`config.mk`:
```
export PLATFORM = sky130hd
export DESIGN_NAME = jcs_device_flat
export DESIGN_NICKNAME = d
export VERILOG_FILES = /design/src/common/jcs_pkg.sv /design/src/common/jcs_link_if.sv /design/src/hdl/jcs_device.sv /design/src/flat_wrapper.sv
export SDC_FILE = /design/constraint.sdc
export NUM_CORES = 1
export LEC_CHECK = 0
export BUFFER_PORTS_ARGS = -buffer_cell sky130_fd_sc_hd__buf_2
export CAP_MARGIN = 20
export CORE_UTILIZATION = 35
export DETAILED_ROUTE_END_ITERATION = 8
export HOLD_SLACK_MARGIN = 0.06
export MAX_ROUTING_LAYER = met4
export PLACE_DENSITY = 0.59
export SETUP_SLACK_MARGIN = 0.2
export SLEW_MARGIN = 20
export SYNTH_ARGS = -nofsm -noshare
export SYNTH_HDL_FRONTEND = slang
export SYNTH_SLANG_ARGS = --single-unit
```
`constraint.sdc`:
```
create_clock -name ref_clk -period 4.8 [get_ports ref_clk]
set_clock_uncertainty 0.1 [all_clocks]
set_input_delay 0.72 -clock ref_clk [delete_from_list [all_inputs] [get_ports ref_clk]]
set_output_delay 0.72 -clock ref_clk [all_outputs]
set_load 0.01 [all_outputs]
```
`src/common/jcs_pkg.sv`:
```
// Shared constants and types for the test-port configuration loader.
package jcs_pkg;

  // ==========================================================================
  // Instruction opcodes, six bits wide.
  localparam int IR_W = 6;
  localparam logic [5:0] OP_CFG_LOAD = 6'h05;
  localparam logic [5:0] OP_STARTUP = 6'h0C;
  localparam logic [5:0] OP_ISC_SHUTDOWN = 6'h10;
  localparam logic [5:0] OP_ISC_FINISH = 6'h16;
  localparam logic [5:0] OP_BYPASS = 6'h3F;
  localparam logic [5:0] IR_RESET_VAL = 6'h01;

  // ==========================================================================
  // Sequence lengths.
  localparam int RESET_TMS_CLOCKS = 5;
  localparam int STARTUP_MIN_CLOCKS = 16;
  localparam int EXIT_TMS_CLOCKS = 3;
  localparam logic [3:0] SEQ_STEPS = 4'h8;

  // ==========================================================================
  // Link timing: the host divides ref_clk by 2*TCK_HALF for the test clock.
  localparam int REF_CLK_NS = 50;
  localparam int TCK_PERIOD_NS = 400;
  localparam int TCK_HALF = TCK_PERIOD_NS / (2 * REF_CLK_NS);

  // ==========================================================================
  // Configuration word handed to the fabric.
  localparam int CFG_W = 16;

  typedef enum logic [3:0] {
    TAP_RESET, TAP_IDLE, TAP_SEL_DR, TAP_CAP_DR, TAP_SHIFT_DR, TAP_EXIT1_DR,
    TAP_PAUSE_DR, TAP_EXIT2_DR, TAP_UPD_DR, TAP_SEL_IR, TAP_CAP_IR,
    TAP_SHIFT_IR, TAP_EXIT1_IR, TAP_PAUSE_IR, TAP_EXIT2_IR, TAP_UPD_IR
  } jcs_tap_t;

  // Next TAP state from the current state and TMS.
  function automatic jcs_tap_t jcs_tap_next(input jcs_tap_t s,
                                            input logic tms);
    case (s)
      TAP_RESET: jcs_tap_next = tms ? TAP_RESET : TAP_IDLE;
      TAP_IDLE: jcs_tap_next = tms ? TAP_SEL_DR : TAP_IDLE;
      TAP_SEL_DR: jcs_tap_next = tms ? TAP_SEL_IR : TAP_CAP_DR;
      TAP_CAP_DR: jcs_tap_next = tms ? TAP_EXIT1_DR : TAP_SHIFT_DR;
      TAP_SHIFT_DR: jcs_tap_next = tms ? TAP_EXIT1_DR : TAP_SHIFT_DR;
      TAP_EXIT1_DR: jcs_tap_next = tms ? TAP_UPD_DR : TAP_PAUSE_DR;
      TAP_PAUSE_DR: jcs_tap_next = tms ? TAP_EXIT2_DR : TAP_PAUSE_DR;
      TAP_EXIT2_DR: jcs_tap_next = tms ? TAP_UPD_DR : TAP_SHIFT_DR;
      TAP_UPD_DR: jcs_tap_next = tms ? TAP_SEL_DR : TAP_IDLE;
      TAP_SEL_IR: jcs_tap_next = tms ? TAP_RESET : TAP_CAP_IR;
      TAP_CAP_IR: jcs_tap_next = tms ? TAP_EXIT1_IR : TAP_SHIFT_IR;
      TAP_SHIFT_IR: jcs_tap_next = tms ? TAP_EXIT1_IR : TAP_SHIFT_IR;
      TAP_EXIT1_IR: jcs_tap_next = tms ? TAP_UPD_IR : TAP_PAUSE_IR;
      TAP_PAUSE_IR: jcs_tap_next = tms ? TAP_EXIT2_IR : TAP_PAUSE_IR;
      TAP_EXIT2_IR: jcs_tap_next = tms ? TAP_UPD_IR : TAP_SHIFT_IR;
      TAP_UPD_IR: jcs_tap_next = tms ? TAP_SEL_DR : TAP_IDLE;
      default: jcs_tap_next = TAP_RESET;
    endcase
  endfunction

endpackage

```
`src/common/jcs_link_if.sv`:
```
// Test-port link between the configuration host and the device.
`timescale 1ns/100ps
`default_nettype none
interface jcs_link_if;
  logic tck;
  logic tms;
  logic tdi;
  logic tdo;

  modport host (output tck, output tms, output tdi, input tdo);
  modport dev (input tck, input tms, input tdi, output tdo);
endinterface
`default_nettype wire

```
`src/hdl/jcs_device.sv`:
```
// Device end: TAP, instruction decode, configuration path, startup/shutdown.
`timescale 1ns/100ps
`default_nettype none
module jcs_device (
  input wire logic ref_clk,
  input wire logic nrst,
  jcs_link_if.dev link,
  input wire logic reprogram_n,
  output logic [jcs_pkg::CFG_W-1:0] cfg_word,
  output logic cfg_word_valid,
  output logic [3:0] seq_step,
  output logic operational,
  output logic insystem_access_state
);
  import jcs_pkg::*;

  // ==========================================================================
  // Pin synchronisers. Every link pin passes two flops before use.
  logic [1:0] tck_s_q, tck_s_d;
  logic [1:0] tms_s_q, tms_s_d;
  logic [1:0] tdi_s_q, tdi_s_d;
  logic [1:0] rpg_s_q, rpg_s_d;
  logic tck_prev_q, tck_prev_d;

  // Shift in the raw pins; only bit 1 of each pair is read elsewhere.
  always_comb begin
    tck_s_d = {tck_s_q[0], link.tck};
    tms_s_d = {tms_s_q[0], link.tms};
    tdi_s_d = {tdi_s_q[0], link.tdi};
    rpg_s_d = {rpg_s_q[0], reprogram_n};
    tck_prev_d = tck_s_q[1];
  end

  always_ff @(posedge ref_clk or negedge nrst) begin
    if (!nrst) begin
      tck_s_q <= 2'h0;
      tms_s_q <= 2'h3;
      tdi_s_q <= 2'h0;
      rpg_s_q <= 2'h3;
      tck_prev_q <= 1'b0;
    end else begin
      tck_s_q <= tck_s_d;
      tms_s_q <= tms_s_d;
      tdi_s_q <= tdi_s_d;
      rpg_s_q <= rpg_s_d;
      tck_prev_q <= tck_prev_d;
    end
  end

  logic tck_rise;
  logic tck_fall;
  logic tms_i;
  logic tdi_i;
  assign tck_rise = tck_s_q[1] & ~tck_prev_q;
  assign tck_fall = ~tck_s_q[1] & tck_prev_q;
  assign tms_i = tms_s_q[1];
  assign tdi_i = tdi_s_q[1];

  // ==========================================================================
  // TAP, shift registers and sequencer state.
  jcs_tap_t tap_q, tap_d;
  logic [IR_W-1:0] ir_sh_q, ir_sh_d;
  logic [IR_W-1:0] ir_q, ir_d;
  logic [CFG_W-1:0] cfg_sh_q, cfg_sh_d;
  logic [CFG_W-1:0] cfg_word_q, cfg_word_d;
  logic cfg_valid_q, cfg_valid_d;
  logic byp_q, byp_d;
  logic tdo_q, tdo_d;
  logic [3:0] step_q, step_d;
  logic oper_q, oper_d;
  logic isc_q, isc_d;
  logic cfg_armed_q, cfg_armed_d;

  // The whole TAP advances on the synchronised test-clock rising edge, so
  // startup and shutdown are stepped from the test clock; a reprogram pulse clears them on any ref_clk cycle.
  always_comb begin
    tap_d = tap_q;
    ir_sh_d = ir_sh_q;
    ir_d = ir_q;
    cfg_sh_d = cfg_sh_q;
    cfg_word_d = cfg_word_q;
    cfg_valid_d = 1'b0;
    byp_d = byp_q;
    tdo_d = tdo_q;
    step_d = step_q;
    oper_d = oper_q;
    isc_d = isc_q;
    cfg_armed_d = cfg_armed_q;
    // A full-reprogram pulse clears the fabric and allows a new load.
    if (!rpg_s_q[1]) begin
      oper_d = 1'b0;
      isc_d = 1'b0;
      step_d = 4'h0;
      cfg_armed_d = 1'b1;
    end
    if (tck_rise) begin
      tap_d = jcs_tap_next(tap_q, tms_i);
      // Reaching reset after full startup: the device runs. The host stops
      // the test clock there, so this must not wait for a clock in reset.
      // The load path then closes until a reprogram or shutdown.
      if (tap_d == TAP_RESET && step_q == SEQ_STEPS && !isc_q) begin
        oper_d = 1'b1;
        cfg_armed_d = 1'b0;
      end
      case (tap_q)
        TAP_RESET: ir_d = IR_RESET_VAL;
        TAP_CAP_IR: ir_sh_d = {oper_q, isc_q, 2'h0, 2'h1};
        // Opcode enters at the top and moves down: LSB arrives first.
        TAP_SHIFT_IR: ir_sh_d = {tdi_i, ir_sh_q[IR_W-1:1]};
        TAP_CAP_DR: byp_d = 1'b0;
        TAP_SHIFT_DR: begin
          byp_d = tdi_i;
          // Bits enter at the right and move left, MSB first; the last one
          // is taken on the edge that moves into exit1-DR.
          if (ir_q == OP_CFG_LOAD && cfg_armed_q)
            cfg_sh_d = {cfg_sh_q[CFG_W-2:0], tdi_i};
        end
        TAP_UPD_DR: begin
          if (ir_q == OP_CFG_LOAD && cfg_armed_q) begin
            cfg_word_d = cfg_sh_q;
            cfg_valid_d = 1'b1;
          end
        end
        TAP_UPD_IR: begin
          ir_d = ir_sh_q;
          // The startup trigger and in-system finish set up startup.
          if (ir_sh_q == OP_STARTUP || ir_sh_q == OP_ISC_FINISH)
            step_d = 4'h0;
          if (ir_sh_q == OP_ISC_SHUTDOWN && oper_q) begin
            isc_d = 1'b1;
            step_d = SEQ_STEPS;
          end
        end
        TAP_IDLE: begin
          // Startup steps upward once per idle clock.
          if ((ir_q == OP_STARTUP && !isc_q) ||
              (ir_q == OP_ISC_FINISH && isc_q)) begin
            if (step_q != SEQ_STEPS)
              step_d = step_q + 4'h1;
            else if (ir_q == OP_ISC_FINISH)
              isc_d = 1'b0;
          end
          // Shutdown walks the same steps downward.
          if (ir_q == OP_ISC_SHUTDOWN && isc_q) begin
            oper_d = 1'b0;
            if (step_q != 4'h0)
              step_d = step_q - 4'h1;
            else
              cfg_armed_d = 1'b1;
          end
          if (ir_q == OP_CFG_LOAD)
            cfg_armed_d = ~oper_q | cfg_armed_q;
        end
        default: begin
        end
      endcase
    end
    // TDO changes on the falling test clock, as the port expects.
    if (tck_fall) begin
      if (tap_q == TAP_SHIFT_IR)
        tdo_d = ir_sh_q[0];
      else if (tap_q == TAP_SHIFT_DR)
        tdo_d = (ir_q == OP_CFG_LOAD) ? cfg_sh_q[CFG_W-1] : byp_q;
      else
        tdo_d = 1'b0;
    end
  end

  // Registering only; reset leaves the device unconfigured.
  always_ff @(posedge ref_clk or negedge nrst) begin
    if (!nrst) begin
      tap_q <= TAP_RESET;
      ir_sh_q <= IR_RESET_VAL;
      ir_q <= IR_RESET_VAL;
      cfg_sh_q <= '0;
      cfg_word_q <= '0;
      cfg_valid_q <= 1'b0;
      byp_q <= 1'b0;
      tdo_q <= 1'b0;
      step_q <= 4'h0;
      oper_q <= 1'b0;
      isc_q <= 1'b0;
      cfg_armed_q <= 1'b1;
    end else begin
      tap_q <= tap_d;
      ir_sh_q <= ir_sh_d;
      ir_q <= ir_d;
      cfg_sh_q <= cfg_sh_d;
      cfg_word_q <= cfg_word_d;
      cfg_valid_q <= cfg_valid_d;
      byp_q <= byp_d;
      tdo_q <= tdo_d;
      step_q <= step_d;
      oper_q <= oper_d;
      isc_q <= isc_d;
      cfg_armed_q <= cfg_armed_d;
    end
  end

  assign link.tdo = tdo_q;
  assign cfg_word = cfg_word_q;
  assign cfg_word_valid = cfg_valid_q;
  assign seq_step = step_q;
  assign operational = oper_q;
  assign insystem_access_state = isc_q;

endmodule
`default_nettype wire

```
`src/flat_wrapper.sv`:
```
// flat-port wrapper written by rule: the top's interface ports become plain ports
module jcs_device_flat import jcs_pkg::*;
  (ref_clk, nrst, reprogram_n, cfg_word, cfg_word_valid, seq_step, operational, insystem_access_state, link_tck, link_tms, link_tdi, link_tdo);
  jcs_link_if link_i ();
  input wire logic ref_clk;
  input wire logic nrst;
  input wire logic reprogram_n;
  output logic [jcs_pkg::CFG_W-1:0] cfg_word;
  output logic cfg_word_valid;
  output logic [3:0] seq_step;
  output logic operational;
  output logic insystem_access_state;
  input wire logic [$bits(link_i.tck)-1:0] link_tck;
  input wire logic [$bits(link_i.tms)-1:0] link_tms;
  input wire logic [$bits(link_i.tdi)-1:0] link_tdi;
  output wire logic [$bits(link_i.tdo)-1:0] link_tdo;
  assign link_i.tck = link_tck;
  assign link_i.tms = link_tms;
  assign link_i.tdi = link_tdi;
  assign link_tdo = link_i.tdo;
  jcs_device u_core (.ref_clk(ref_clk), .nrst(nrst), .link(link_i), .reprogram_n(reprogram_n), .cfg_word(cfg_word), .cfg_word_valid(cfg_word_valid), .seq_step(seq_step), .operational(operational), .insystem_access_state(insystem_access_state));
endmodule
```
## After elaboration in Yosys (flattened, before gate mapping)

Index checks and enable logic that the tools add are counted.

- Add/sub/neg operators: 2
- Equal/unequal tests: 24
- Multiplexer cells: 51
- Bitwise logic cells: 6
- Reductions and logical operators: 24

Operators by type and width:

| operator | count |
|---|---|
| two-way mux 4 bit | 13 |
| one-hot mux 4 bit (12 select lines) | 1 |
| == test 4 bit (second input constant) | 9 |
| two-way mux 1 bit | 27 |
| == test 6 x 5 -> 1 bit (second input constant) | 4 |
| one-hot mux 6 bit (2 select lines) | 2 |
| == test 4 x 3 -> 1 bit (second input constant) | 4 |
| == test 6 x 4 -> 1 bit (second input constant) | 2 |
| == test 4 x 2 -> 1 bit (second input constant) | 2 |
| zero test 4 bit | 2 |
| one-hot mux 4 bit (2 select lines) | 1 |
| logical AND 1 bit | 7 |
| == test 6 x 3 -> 1 bit (second input constant) | 1 |
| two-way mux 2 bit | 3 |
| two-way mux 3 bit | 2 |
| AND reduction 2 bit | 3 |
| AND reduction 3 bit | 2 |
| nonzero test 2 bit | 3 |
| adder 4 x 1 -> 4 bit (second input constant) | 1 |
| == test 4 x 1 -> 1 bit (second input constant) | 1 |
| inequality test 4 bit (second input constant) | 1 |
| one-hot mux 1 bit (2 select lines) | 2 |
| nonzero test 4 bit | 1 |
| OR reduction 2 bit | 2 |
| other kinds (7) | 11 |

- Register bits after elaboration: 67

## Longest topological paths before layout

- Word-level depth: 13
- Mapped depth: 8
- Gate-level depth less buffers: 7

## Worst setup path after synthesis

No wires, ideal clock.

- Kind: flip-flop to flip-flop
- Start: register u_core.step_q[0] (netlist: u_core.seq_step[0])
- End: register u_core.step_q[3] (netlist: u_core.seq_step[3])
- Library setup time: 0.127 ns
- Data arrival time: 1.981 ns
- Required time: 4.573 ns
- Path slack: 2.592 ns
- Cell stages (with the launch flop): 9
- Path buffers: 1
- Clock period less this slack: 2.208 ns
- Cell sequence: dfrtp_1 inv_1 ha_1 or3b_2 or3b_1 buf_2 o32a_1 nor2_1 a311o_2

- Word-level cells in the longest chain between the ends: 7
- Elaborated cells between the ends (all ways): 10
- Classes of those cells: 2 x add/sub; 1 x eq/ne; 6 x mux; 1 x reduce/logical

Ends and longest elaborated chain:

| element | RTL line | RTL |
|---|---|---|
| start: declaration | jcs_device.sv:69 | `logic [3:0] step_q, step_d;` |
| start signal: assignment | jcs_device.sv:193 | `step_q <= step_d;` |
| adder 4 x 1 -> 4 bit / inequality test 4 bit (equally long branches) | jcs_device.sv:139, jcs_device.sv:138 |  |
| two-way mux 4 bit | jcs_device.sv:138 | `if (step_q != SEQ_STEPS)` |
| two-way mux 4 bit | jcs_device.sv:136 | `if ((ir_q == OP_STARTUP && !isc_q) \|\|` |
| two-way mux 4 bit | jcs_device.sv:146 | `if (step_q != 4'h0)` |
| two-way mux 4 bit * | jcs_device.sv:144 | `if (ir_q == OP_ISC_SHUTDOWN && isc_q) begin` |
| one-hot mux 4 bit (2 select lines) * | jcs_device.sv:105 | `case (tap_q)` |
| two-way mux 4 bit * | jcs_device.sv:96 | `if (tck_rise) begin` |
| via u_core.step_d[3] | jcs_device.sv:69 |  |

Mark *: on every way through the listed nets, which the timed path passes. The rest lies on a longest branch.
A chain may end at the register's enable or synchronous reset.

## Final worst setup path

- Start: register u_core.ir_q[1]
- End: register u_core.cfg_word_q[1] (netlist: u_core.cfg_word[1])

- Word-level cells in the longest chain between the ends: 3

Ends and longest elaborated chain:

| element | RTL line | RTL |
|---|---|---|
| start: declaration | jcs_device.sv:63 | `logic [IR_W-1:0] ir_q, ir_d;` |
| start signal: assignment | jcs_device.sv:187 | `ir_q <= ir_d;` |
| == test 6 x 3 -> 1 bit | jcs_device.sv:119 | `if (ir_q == OP_CFG_LOAD && cfg_armed_q) begin` |
| logical AND 1 bit | jcs_device.sv:119 |  |
| AND reduction 3 bit (no source line) | -- |  |
| end signal: assignment | jcs_device.sv:189 | `cfg_word_q <= cfg_word_d;` |
| end: declaration | jcs_device.sv:65 | `logic [CFG_W-1:0] cfg_word_q, cfg_word_d;` |

No other way between the ends.

==> results.py <==
metrics = {
    "clock_tree": {
        "cts_setup_buffers": 0,
        "htree_levels": 3,
        "ctsResizeCount": 0,
        "cts_sinks": 67,
        "insertion_delay_ns": 0.35,
        "ctsHoldBuffers": 0,
        "cts-root-buf": "clkbuf_8",
        "cts_made_buffers": 9,
        "clockBufferDepth": 2,
        "clk_pin_slew_worst_paths_ns": 0.08,
        "cts_tree": "built",
    },
    "logic_synthesis": {
        "ys_types": 55,
        "synth_cells": 280,
        "synth_edf_count": 0,
        "synth_seq_area_share_pct": 53.5,
        "synth_nets": 288,
        "synthArstFlopShare_pct": 100,
        "synth_ff_type": "dfrtp_1",
        "ys_warn_count": 0,
        "syn_avg_cell_area_um2": 11.3,
        "ys_ff_latch": 67,
        "syn-cell-area_um2": 3150,
    },
    "floorplanning": {
        "coreArea_um2": 8720,
        "die_y_um": 96.9,
        "rows": 34,
        "die_area_um2": 9390,
        "dieWidth_um": 96.9,
        "start_util_pct": 36.1,
        "ios": 30,
    },
    "timing": {
        "finalSetupViolations": 0,
        "hold_violations": 0,
        "timing.final.crit_share_pct": 51.7,
        "slew_violations": 0,
        "whs_ns": 0.251,
        "fin_tns_setup_ns": 0,
        "fmax_mhz": 403,
        "rsz0062_at_grt": "no",
        "slew_headroom_pct": 45.3,
        "period_minus_slack_ns": 2.48,
        "max_slew.worst_pin.slew_ns": 0.818,
    },
    "detailed_routing": {
        "vias": 2206,
        "wire_per_inst_um": 15.0,
        "drtPass1Iterations": 4,
        "ant_nets": 0,
        "vias_per_cell": 5.28,
        "drc_errors": 0,
        "drt_wl_total_um": 6270,
        "drtIter0Drc": 137,
    },
    "critical_path": {
        "worst-setup-path-type": "reg -> reg",
        "critPathRequiredTime_ns": 4.93,
        "crit_path_start_kind": "flop",
        "cp_max_fo": 17,
        "worstPathArrival_ns": 2.61,
        "r2r_slack_ns": 2.32,
        "end_kind": "flop",
    },
    "pwr": {
        "pwr-share-comb_pct": 13.1,
        "swShare_pct": 30.9,
        "pwr-share-seq_pct": 48.4,
        "power.share.clock_pct": 38.5,
        "p_int_mw": 0.976,
        "ir_drop_mv": 0.182,
        "switchingPower_mw": 0.436,
        "power_density_nw_per_um2": 393,
        "leakagePower_nw": 1.66,
    },
    "grt": {
        "grt_max_degree": 37,
        "grt_overflow": 0,
        "antenna_found_initial": 0,
        "grt_pass1_wl_um": 11000,
        "track_usage_pct": 15.0,
        "grt_pass1_vias": 2217,
    },
    "layout": {
        "area_delta_synth_final_pct": 14.0,
        "layout_common_cells": "dfrtp_1, mux2_2, buf_2",
        "num-nets-final": 313,
        "drive_gt1_share_pct": 30.0,
        "n_antenna_cell": 0,
        "final_common_cell": "dfrtp_1",
        "fin_area_um2": 3590,
        "final_util_pct": 41.2,
        "fill_cells": 817,
    },
    "flow_run": {
        "cap_violations": 0,
    },
    "outcome": {
        "outcome": "completed",
    },
    "min_path": {
        "hold_class": "reg -> reg",
    },
    "placed_design": {
        "place_area_um2": 3360,
        "dp.final_hpwl_um": 4240,
        "gp_congestion": 0.761,
        "io_buffers": 29,
    },
}
Yosys cell counts, types with 3 or more instances:
cell	n	area (µm²)
nor3_1	7	35.0
inv_1	9	33.8
dfstp_2	7	184
nand3b_1	3	22.5
nand2b_1	4	25.0
a211oi_1	3	22.5
clkbuf_1	13	48.8
mux2i_1	4	40.0
o21ai_0	15	75.1
nand2_1	17	63.8
nor2b_1	7	43.8
dfrtp_1	60	1500
o211ai_1	5	37.5
nor2_1	15	56.3
a22o_1	5	43.8
nor3b_1	3	22.5
nand4_1	7	43.8
a21oi_1	12	60.1
mux2_2	32	360
nand3_1	7	35.0
power by group through the flow:
stage               Clock, mW  Combinational [mW]  Sequential [mW]
floorplan                   0               0.201            0.626
global placement            0               0.180            0.696
detailed placement          0               0.184            0.695
CTS                     0.565               0.185            0.684
global route            0.592               0.212            0.697
finish                  0.544               0.185            0.684
cell type report:
cell class	instances	area [µm²]	area share, %
Inverter	9	33.8	0.940
Clock buffer	9	124	3.45
Clock inverter	7	106	2.96
Tap cell	108	135	3.76
Timing Repair Buffer	30	153	4.25
Multi-Input combinational cell	188	1360	37.7
Sequential cell	67	1690	46.9
worst paths after layout:
check / from / end / cells past startpoint
max in group asynchronous: nrst / u_core.tms_s_q[0]$_DFF_PN1_ / 2
hold reg to reg: u_core.tck_s_q[0]$_DFF_PN0_ / u_core.tck_s_q[1]$_DFF_PN0_ / 0
min in group asynchronous: nrst / u_core.seq_step[1]$_DFF_PN0_ / 1
hold / removal: u_core.tck_s_q[0]$_DFF_PN0_ / u_core.tck_s_q[1]$_DFF_PN0_ / 0
setup / recovery: u_core.ir_q[1]$_DFFE_PN0P_ / u_core.cfg_word[1]$_DFFE_PN0P_ / 5
setup reg to reg: u_core.ir_q[1]$_DFFE_PN0P_ / u_core.cfg_word[1]$_DFFE_PN0P_ / 5
worst max-delay path, stage by stage (launching register included):
cell and delay, ns:
dfrtp_1 0.43, or4b_1 0.58, nor3_4 0.25, nand2_2 0.16, nor2_4 0.45, mux2_2 0.40
metrics by stage:
stage,power [mW],worst slack [ns],instances
global route,1.50,2.17,418
floorplan,0.827,2.59,280
finish,1.41,2.32,418
CTS,1.43,2.29,418
global placement,0.876,2.32,402
detailed placement,0.879,2.29,402
kinds of logic (layout without fill, tap and decap cells):
| family | count (synthesis) | in the layout | share of synthesized area, % |
|---|---|---|---|
| adder cells (fa/ha/maj) | 2 | 2 | 0.794 |
| XOR/XNOR | 3 | 3 | 0.834 |
| AO/OA/AOI/OAI | 58 | 58 | 12.1 |
| flip-flops | 67 | 67 | 53.5 |
| AND/OR/NAND/NOR | 88 | 88 | 16.2 |
| multiplexers | 37 | 37 | 13.1 |
| buffers and inverters | 25 | 55 | 3.49 |
metal layers:
| layer | track usage (%) | vias up | part of all wire (%) |
|---|---|---|---|
| met5 | - | - | 0 |
| met4 | 4.82 | 0 | 0.73 |
| met3 | 4.62 | 6 | 3.8 |
| met2 | 21.7 | 40 | 45 |
| met1 | 20.2 | 1089 | 50 |
| li1 | - | 1071 | - |
registers in the layout (all words and copies together), names as in the netlist, 2 cells and up:
signal,flops
u_core.cfg_word,16
u_core.tms_s_q,2
u_core.tap_q,4
u_core.ir_q,6
u_core.tdi_s_q,2
u_core.seq_step,4
u_core.tck_s_q,2
u_core.rpg_s_q,2
u_core.cfg_sh_q,16
u_core.ir_sh_q,6
No activity file was read; power rests on OpenSTA's default activity.
